[src/cfmg_pkg.sv]
`default_nettype none
package cfmg_pkg;
  // number of identical differential output pairs
  localparam int unsigned NUM_OUT = 9;
  // number of board pins that pass the input synchroniser
  localparam int unsigned NUM_PIN = 6;

  // bit positions of each pin in the synchronised pin vector
  localparam int unsigned PIN_HSTL_P = 0;
  localparam int unsigned PIN_HSTL_N = 1;
  localparam int unsigned PIN_PECL_P = 2;
  localparam int unsigned PIN_PECL_N = 3;
  localparam int unsigned PIN_SEL = 4;
  localparam int unsigned PIN_GATE = 5;

  // level an open pin reads: complements, select and gate high, true clocks low
  localparam logic [NUM_PIN-1:0] PIN_PULL = 6'h3a;

  // select value that picks the pecl-level source
  localparam logic SEL_PECL = 1'h1;

  // reset values
  localparam logic GATE_RST = 1'h0;
  localparam logic [NUM_OUT-1:0] OUT_T_RST = 9'h000;
  localparam logic [NUM_OUT-1:0] OUT_C_RST = 9'h1ff;

  // board pins as one carrier, msb first
  typedef struct packed {
    logic gate;
    logic sel;
    logic pecl_n;
    logic pecl_p;
    logic hstl_n;
    logic hstl_p;
  } cfmg_pins_s;

  // state of the pin synchroniser
  typedef struct packed {
    logic [NUM_PIN-1:0] meta;
    logic [NUM_PIN-1:0] sync;
  } cfmg_sync_s;

  // state of the mux and gate core
  typedef struct packed {
    logic src_prev;
    logic gate_smp;
    logic gate_on;
    logic [NUM_OUT-1:0] out_t;
    logic [NUM_OUT-1:0] out_c;
  } cfmg_core_s;
endpackage
`default_nettype wire

[src/cfmg_pin_sync.sv]
`timescale 1ns/1ps
`default_nettype none
// Behaviour
// - two sources, one routed to all outputs
// - select low hstl, select high pecl
// - gate sampled on source rising edge
// - start or stop only while outputs low
// - nine pairs carry same clock in phase
// - open select, gate, complements read high
// - open true clock inputs read low

// two-input clock mux feeding nine gated differential pairs
// all pins are sampled on the one system clock; a source "edge"
// is a change of its synchronised level, so sources must run well
// below half the system clock rate to be seen at all
module cfmg_top #(
  parameter int unsigned NUM_OUT = cfmg_pkg::NUM_OUT
) (
  input wire logic ref_clk_i,
  input wire logic rst_n_i,
  // raw board levels, one field per pin
  input wire cfmg_pkg::cfmg_pins_s pin_i,
  // high where the board really drives the pin
  input wire cfmg_pkg::cfmg_pins_s driven_i,
  output logic [NUM_OUT-1:0] fanout_outputs_t_o,
  output logic [NUM_OUT-1:0] fanout_outputs_c_o
);
  // state of the mux and gate core, sized by the output count
  typedef struct packed {
    logic src_prev;
    logic gate_smp;
    logic gate_on;
    logic [NUM_OUT-1:0] out_t;
    logic [NUM_OUT-1:0] out_c;
  } cfmg_core_loc_s;

  // level an open clock pair presents, so no false edge after reset
  localparam logic SRC_IDLE = cfmg_pkg::PIN_PULL[cfmg_pkg::PIN_HSTL_P] &
                              ~cfmg_pkg::PIN_PULL[cfmg_pkg::PIN_HSTL_N];

  // core reset: gate off, true outputs low, complements high
  localparam cfmg_core_loc_s CORE_RST = '{
    src_prev: SRC_IDLE,
    gate_smp: cfmg_pkg::GATE_RST,
    gate_on: cfmg_pkg::GATE_RST,
    out_t: {NUM_OUT{cfmg_pkg::OUT_T_RST[0]}},
    out_c: {NUM_OUT{cfmg_pkg::OUT_C_RST[0]}}
  };

  // differential pair to one level; an open pair reads low
  function automatic logic diff_level(input logic p, input logic n);
    diff_level = p & ~n;
  endfunction

  // synchronised pin vector, already resolved to pull levels
  logic [cfmg_pkg::NUM_PIN-1:0] sync_w;
  // same vector seen through the pin carrier
  cfmg_pkg::cfmg_pins_s lvl_w;
  // decoded level of the hstl-level pair
  logic hstl_w;
  // decoded level of the pecl-level pair
  logic pecl_w;
  // currently selected source
  logic src_w;
  // one-cycle pulse on a rising edge of the selected source
  logic rise_w;
  // next and current core state
  cfmg_core_loc_s core_d;
  cfmg_core_loc_s core_q;

  // two flip-flops per pin and per drive flag, then pulls
  cfmg_pin_sync #(
    .WIDTH(cfmg_pkg::NUM_PIN),
    .PULL(cfmg_pkg::PIN_PULL)
  ) u_pin_sync (
    .ref_clk_i(ref_clk_i),
    .rst_n_i(rst_n_i),
    .pin_i(pin_i),
    .driven_i(driven_i),
    .sync_o(sync_w)
  );

  // view the flat vector as named pins
  assign lvl_w = cfmg_pkg::cfmg_pins_s'(sync_w);

  assign hstl_w = diff_level(lvl_w.hstl_p, lvl_w.hstl_n);
  assign pecl_w = diff_level(lvl_w.pecl_p, lvl_w.pecl_n);

  // static select
  // select is not glitch-protected: change it only while gated off
  assign src_w = (lvl_w.sel == cfmg_pkg::SEL_PECL) ? pecl_w : hstl_w;

  // edges of the selected source only
  // a stopped source therefore freezes the gate where it stands
  assign rise_w = src_w & ~core_q.src_prev;

  // next state of the core
  always_comb begin
    core_d = core_q;
    // remember the source level for edge detection
    core_d.src_prev = src_w;
    if (rise_w) begin
      core_d.gate_smp = lvl_w.gate;
    end
    // apply gate while low
    // taking the sample only in the low phase keeps every pulse whole
    if (!src_w) begin
      core_d.gate_on = core_q.gate_smp;
    end
    core_d.out_t = {NUM_OUT{core_d.gate_on & src_w}};
    core_d.out_c = ~core_d.out_t;
  end

  // core register; the reset branch loads a constant only
  always_ff @(posedge ref_clk_i or negedge rst_n_i) begin
    if (!rst_n_i) begin
      core_q <= CORE_RST;
    end else begin
      core_q <= core_d;
    end
  end

  // outputs straight from the core flip-flops
  assign fanout_outputs_t_o = core_q.out_t;
  assign fanout_outputs_c_o = core_q.out_c;

  pair_complement_a: assert property (
    @(posedge ref_clk_i) disable iff (!rst_n_i)
    fanout_outputs_c_o == ~fanout_outputs_t_o)
    else $error("complement output is not the inverse of the true output");

  pairs_in_phase_a: assert property (
    @(posedge ref_clk_i) disable iff (!rst_n_i)
    (fanout_outputs_t_o == '0) || (fanout_outputs_t_o == '1))
    else $error("true outputs differ from one another");

  disabled_low_a: assert property (
    @(posedge ref_clk_i) disable iff (!rst_n_i)
    !core_q.gate_on |-> (fanout_outputs_t_o == '0))
    else $error("output high while gated off");

  gate_moves_low_a: assert property (
    @(posedge ref_clk_i) disable iff (!rst_n_i)
    $changed(core_q.gate_on) |-> !$past(src_w))
    else $error("gate changed while the source was high");

  gate_on_rise_a: assert property (
    @(posedge ref_clk_i) disable iff (!rst_n_i)
    $changed(core_q.gate_smp) |-> $past(rise_w))
    else $error("gate sample taken outside a source rising edge");

  out_follows_src_a: assert property (
    @(posedge ref_clk_i) disable iff (!rst_n_i)
    (fanout_outputs_t_o != '0) |-> $past(src_w))
    else $error("output high while the selected source was low");

  hstl_route_a: assert property (
    @(posedge ref_clk_i) disable iff (!rst_n_i)
    ((fanout_outputs_t_o != '0) && ($past(lvl_w.sel) != cfmg_pkg::SEL_PECL)) |-> $past(hstl_w))
    else $error("output high with hstl selected but hstl low");

  // gate turning on
  gate_on_c: cover property (@(posedge ref_clk_i) disable iff (!rst_n_i) $rose(core_q.gate_on));
  // gate turning off
  gate_off_c: cover property (@(posedge ref_clk_i) disable iff (!rst_n_i) $fell(core_q.gate_on));
  // pecl clock reaching the outputs
  pecl_out_c: cover property (@(posedge ref_clk_i) disable iff (!rst_n_i)
    (fanout_outputs_t_o != '0) && ($past(lvl_w.sel) == cfmg_pkg::SEL_PECL));
  // hstl clock reaching the outputs
  hstl_out_c: cover property (@(posedge ref_clk_i) disable iff (!rst_n_i)
    (fanout_outputs_t_o != '0) && ($past(lvl_w.sel) != cfmg_pkg::SEL_PECL));
endmodule

// two flip-flops on every pin and on its drive flag, then pull resolve
// the resolve sits after the flops so no logic reads a raw pin
module cfmg_pin_sync #(
  parameter int unsigned WIDTH = cfmg_pkg::NUM_PIN,
  parameter logic [WIDTH-1:0] PULL = cfmg_pkg::PIN_PULL
) (
  input wire logic ref_clk_i,
  input wire logic rst_n_i,
  input wire logic [WIDTH-1:0] pin_i,
  input wire logic [WIDTH-1:0] driven_i,
  output logic [WIDTH-1:0] sync_o
);
  // synchroniser state sized by the pin count
  typedef struct packed {
    logic [WIDTH-1:0] pin_meta;
    logic [WIDTH-1:0] pin_sync;
    logic [WIDTH-1:0] drv_meta;
    logic [WIDTH-1:0] drv_sync;
  } cfmg_sync_loc_s;

  // reset: every pin open, so it reads its pull level
  localparam cfmg_sync_loc_s SYNC_RST = '{
    pin_meta: PULL,
    pin_sync: PULL,
    drv_meta: '0,
    drv_sync: '0
  };

  // next and current synchroniser state
  cfmg_sync_loc_s sync_d;
  cfmg_sync_loc_s sync_q;

  // first stage takes the pins, second stage reads only the first
  always_comb begin
    sync_d = sync_q;
    sync_d.pin_meta = pin_i;
    sync_d.pin_sync = sync_q.pin_meta;
    sync_d.drv_meta = driven_i;
    sync_d.drv_sync = sync_q.drv_meta;
  end

  // synchroniser register
  always_ff @(posedge ref_clk_i or negedge rst_n_i) begin
    if (!rst_n_i) begin
      sync_q <= SYNC_RST;
    end else begin
      sync_q <= sync_d;
    end
  end

  assign sync_o = (sync_q.pin_sync & sync_q.drv_sync) | (PULL & ~sync_q.drv_sync);
endmodule
`default_nettype wire

[config.mk]
export PLATFORM = sky130hd
export DESIGN_NAME = cfmg_top
export DESIGN_NICKNAME = d
export VERILOG_FILES = /design/src/cfmg_pkg.sv /design/src/cfmg_pin_sync.sv
export SDC_FILE = /design/constraint.sdc
export NUM_CORES = 1
export LEC_CHECK = 0
export BUFFER_PORTS_ARGS = -buffer_cell sky130_fd_sc_hd__clkbuf_2
export CAP_MARGIN = 20
export CORE_MARGIN = 4
export CORE_UTILIZATION = 43
export DETAILED_ROUTE_END_ITERATION = 8
export PLACE_DENSITY = 0.72
export RECOVER_POWER = 100
export SLEW_MARGIN = 40
export SYNTH_ARGS = -nofsm -noshare
export SYNTH_HDL_FRONTEND = slang
export SYNTH_SLANG_ARGS = --single-unit
[constraint.sdc]
create_clock -name ref_clk_i -period 1.1 [get_ports ref_clk_i]
set_input_delay 0.165 -clock ref_clk_i [delete_from_list [all_inputs] [get_ports ref_clk_i]]
set_output_delay 0.165 -clock ref_clk_i [all_outputs]
set_load 0.005 [all_outputs]
# --- Word level (Yosys, flattened, before mapping) ---
# Cells that the tools add are included.
totals:
  ff_bits: 37
  inputBits: 14
  output_inout_bits: 18
  word_cells: 22
op_classes:
  muxes: 2
  bitwise: 11
ops:
  columns: ["cell", "n"]
  rows:
  - ["9-bit NOT", 1]
  - ["6-bit AND", 1]
  - ["6-bit NOT", 1]
  - ["6-bit OR", 1]
  - ["1-bit AND", 4]
  - ["1-bit NOT", 3]
  - ["1-bit two-way mux", 2]

# --- Depth between registers and ports, before layout ---
depth:
  depth_word: 8
  mapped_depth: 4
  mapped_depth_nobuf: 4

# --- By module ---
# From an unflattened synthesis, not the netlist that was laid out.
unflattened:
  hier_cells: 62
  area_unflattened_um2: 975.9
modules_own_cells:
  columns: ["mod", "instances", "cells_each", "area_per_inst_um2", "seq_area_each_um2"]
  rows:
  - ["cfmg_pin_sync", 1, 30, 648.1, 610.6]
  - ["cfmg_top", 1, 32, 327.8, 126.4]

# --- Worst setup path after synthesis ---
# No wires, ideal clock.
synth_timing:
  path_type: "register to register"
  start: "reg u_pin_sync.sync_q[16] (netlist name)"
  end: "reg core_q[19] (netlist name)"
  setup_ns: 0.088
  arrival_ns: 1.080
  required_ns: 1.012
  path_slack_ns: -0.068
  path_stages_with_launch: 5
  path_buffers: 0
  synth_period_minus_slack_ns: 1.168
  path_cell_list: "dfstp_2 nand2b_4 mux2i_4 a21oi_1 a41oi_1"
synth_rtl:
  columns: ["item", "line", "text"]
  rows:
  - ["start, declared", "cfmg_pin_sync.sv:204", "cfmg_sync_loc_s sync_q;"]
  - ["start signal, assigned", "cfmg_pin_sync.sv:220", "sync_q <= sync_d;"]
  - ["end signal, assigned", "cfmg_pin_sync.sv:119", "core_q <= core_d;"]
  - ["end, declared", "cfmg_pin_sync.sv:69", "cfmg_core_loc_s core_q;"]

==> results.md <==
- The flow ran to the end, but the final reports show violations.
- The final reports fail on negative setup slack.
- The non-filler instance count after layout is 125.
- The proportion of layout cells with a drive suffix above 1 is 0.598.
- Of the total power, registers draw 0.582.
- Traced cell by cell, the critical path runs through nand2b_4, mux2i_4, a21oi_1, a41oi_1.
- The type of the worst min-delay path is reg2reg.
- In this run, synthesis produced a sequential element count of 29.
- The post-CTS clock slew at the launch and capture registers of the worst setup and hold paths is 0.09 ns.
- Once routing completed, OpenROAD measured the worst setup slack at -0.141 ns.
- For this design, the sink count on the clock tree is 29.
- The number of antenna repair diodes is 0.
- The critical-path cell with the highest stage delay is dfstp_2.
- The number of cell instances on the worst register-to-register path is 4.
- The worst setup path is of the reg2reg kind.
- The total power divided by cell area is 1570 nW/um^2.
- The total of buffers placed on input and output ports is 31.
- In this run the number of H-tree levels came out at 2.
- Clock latency on the worst-skew pair, taken at its later pin, is 0.32 ns.
- The analysis attributes to cell leakage a power of 0.647 nW.
- Leaving out fill and tap cells, the most frequent cell in the layout is clkbuf_2.
- Setup repair after global routing could not meet its margin everywhere.
- The startpoint of the most critical setup path is u_pin_sync.sync_q[16]$_DFF_PN1_.
- The initial antenna violation count is 0.
- The largest single stage delay on the critical path is 0.52 ns.
- The final design area excluding fillers is 1290 sq um.
- The first global-routing pass estimated 2100 microns of wire.
- The first-pass detailed-route iteration total is 3.
- STA classifies the critical path startpoint as a flip-flop.
- The initial utilization of the core area, before any placement, comes to 0.449.
- The die covers 3140 sq um.
- The number of buffers added by the clock tree synthesis step is 5.
- The cell area after synthesis is 993 sq um.
- Final hold analysis gives a worst-case slack of 0.345 ns.
- The row count is 17.
- The vertical extent of the die is 56.1 microns.
- The destination of the worst register-to-register timing path is core_q[19]$_DFFE_PN0P_.
- Entering global routing, the biggest net connects 30 pins.
- CTS placed an instance of clkbuf_4 at the clock tree root.
- The number of hold violations in the final report came to 0.
- Detailed routing inserted a total of 522 vias.
- The area after detailed placement is 1060 sq um.
- The maximum clock path buffer count is 2.
- After global routing the overflow that remains totals 0.
- In the global route stage, overall resource usage came out at 0.0976.
- Measured along the x axis, the die boundary spans 56.1 microns.
- Following the worst setup path forward leads to its endpoint at core_q[19]$_DFFE_PN0P_.
- The critical register-to-register path startpoint is u_pin_sync.sync_q[16]$_DFF_PN1_.
- The analysis attributes to net switching a power of 0.000419 W.
- The upper clock frequency limit is 0.806 GHz.
- The final net count is 110.
- The placer's final routability congestion estimate is 0.672.
- The mean routed wirelength per cell is 10.2 microns.
- The number of primary I/O pins is 32.
- The smallest clock period supported by the final layout is computed as 1.24 ns.
- The post-synthesis net count is 73.
- At the pin with the least slew margin, the transition time is 0.654 ns.
- The critical path data required time is 1.34 ns.
- TritonCTS built the clock tree.
- The start point of the worst hold path is u_pin_sync.sync_d[2]$_DFF_PN0_.
- In this run the worst path has a maximum fanout of 4.
- The share of power burned in the clock network is 0.344.
- The share of the clock period used by the worst path is 1.13.
- Synthesis produced a netlist whose cell count is 59.
- The peak ir drop on the vdd network is 1.10 mV.
- The detailed-route DRC error count is 0.
- The post-route antenna net violation count is 0.
- The worst setup path is captured at a flip-flop.
- The core region is 2210 sq um.
- The worst slack at placement is -0.145 ns.
- The setup clock skew after layout is 0.00909 ns.
- Compared with the post-synthesis result, the final layout area differs by 29.6%.
- The remaining max-slew budget at the tightest pin is 0.564.
- Across the run, the number of max-cap violations was 0.
- After detailed placement, the design holds a cell count of 101.
- The share of the Yosys chip area taken by registers is 0.742.
- After detailed routing, the total wire length is 1280 microns.
- The final count of negative-setup-slack endpoints is 22.
- Of the total power, combinational logic draws 0.075.
- After detailed routing, the number of vias per cell comes to 4.18.
- The max-slew violation total from the final report was 0.
- The design internal power is 0.00161 W.
- The arrival time of the worst setup path is 1.48 ns.
- The setup TNS is -1.60 ns.
- The number of warnings reported in the yosys synthesis log is 0.
- The synthesized netlist contains 11 unique library cells.
- The layout filler cell count is 182.
- The average footprint of a synthesized cell is 16.8 sq um.
- For flop-to-flop paths, the worst setup slack is -0.14 ns.
- The number of global-route vias before repair is 515.
- For this block, the initial DRC count from the detailed router was 8.
- In the layout the commonest cells are 31 x clkbuf_2, 19 x dfrtp_1, 13 x dlygate4sd3_1, 9 x dfstp_2, 5 x clkbuf_4.
- Of the total power, the share spent switching nets is 0.207.
==> power by group through the flow <==
stage	logic (W)	clock network, W	registers, W
6_report	0.000151	0.000696	0.00118
4_1_cts	0.000145	0.000729	0.00118
3_5_place_dp	0.000107	0	0.00120
5_1_grt	0.000168	0.000791	0.00118
3_3_place_gp	0.000104	0	0.00119
2_1_floorplan	0.0000698	0	0.00119
==> metal layers <==
| metal | track usage | routed length (microns) | vias to the layer above |
|---|---|---|---|
| met1 | 0.0747 | 386 | 245 |
| met5 | 0 | 0 | - |
| met4 | 0.0712 | 11 | 0 |
| met3 | 0.0719 | 172 | 2 |
| met2 | 0.164 | 710 | 35 |
| li1 | - | - | 240 |
==> synth_stat cells <==
cell      instances  area share
mux2i_4           1       0.023
nand2b_4          1       0.014
a41oi_1           1      0.0088
nand4b_4          2       0.048
buf_4            18        0.14
nand2_1           1      0.0038
a21oi_1           1      0.0050
inv_1             4       0.015
dfrtp_1          20        0.50
o21ai_0           1      0.0050
dfstp_2           9        0.24
==> worst min path at each step <==
stage          slack, ns                             end  cells after the start
6_report            0.35  u_pin_sync.sync_q[2]$_DFF_PN0_                      0
2_1_floorplan      -0.13                       async pin                      0
3_5_place_dp        0.18  u_pin_sync.sync_d[1]$_DFF_PN0_                      2
5_1_grt             0.35  u_pin_sync.sync_q[2]$_DFF_PN0_                      0
3_3_place_gp        0.17  u_pin_sync.sync_d[1]$_DFF_PN0_                      2
4_1_cts             0.35  u_pin_sync.sync_q[2]$_DFF_PN0_                      0
==> cell families after synthesis <==
kind of cell | synth area share
DFF | 0.742
buffers and inverters | 0.151
and+or+nand+nor | 0.0655
AOI/OAI and AO/OA | 0.0189
muxes | 0.0227
==> repair_timing <==
action	in CTS	in global routing
setup endpoints to repair	21	22
setup buffers	1	2
resized for setup	1	6
endpoints found under the hold margin	32	0
hold buffers	13	0
==> stage by stage <==
step	power [W]	util
2_1_floorplan	0.00126	-
3_3_place_gp	0.00130	0.477
3_5_place_dp	0.00131	0.477
4_1_cts	0.00205	0.572
5_1_grt	0.00214	0.582
6_report	0.00202	0.582
==> layout make-up <==
type	instances	area, sq um	share of cell area
Inverter	4	15.0	0.0117
Clock inverter	1	5.00	0.00389
Sequential cell	29	738	0.573
Clock buffer	7	65.1	0.0505
Multi-Input combinational cell	8	109	0.0845
Timing Repair Buffer	48	320	0.249
Tap cell	28	35.0	0.0272
==> flip-flops by register name, indices dropped and copies added, names as in the netlist, named ones only <==
signal / count
core_q: 2
fanout_outputs_c_o: 1
fanout_outputs_t_o: 1
u_pin_sync.sync_q: 12
u_pin_sync.sync_d: 12
==> worst max-delay path, delay by kind of cell (launching register included) <==
family / cells / cell delay [ns]
flip-flops: 1 / 0.52
multiplexers: 1 / 0.25
AND/OR/NAND/NOR: 1 / 0.12
AO/OA/AOI/OAI: 2 / 0.27
Power figures use the tool's default switching activity.
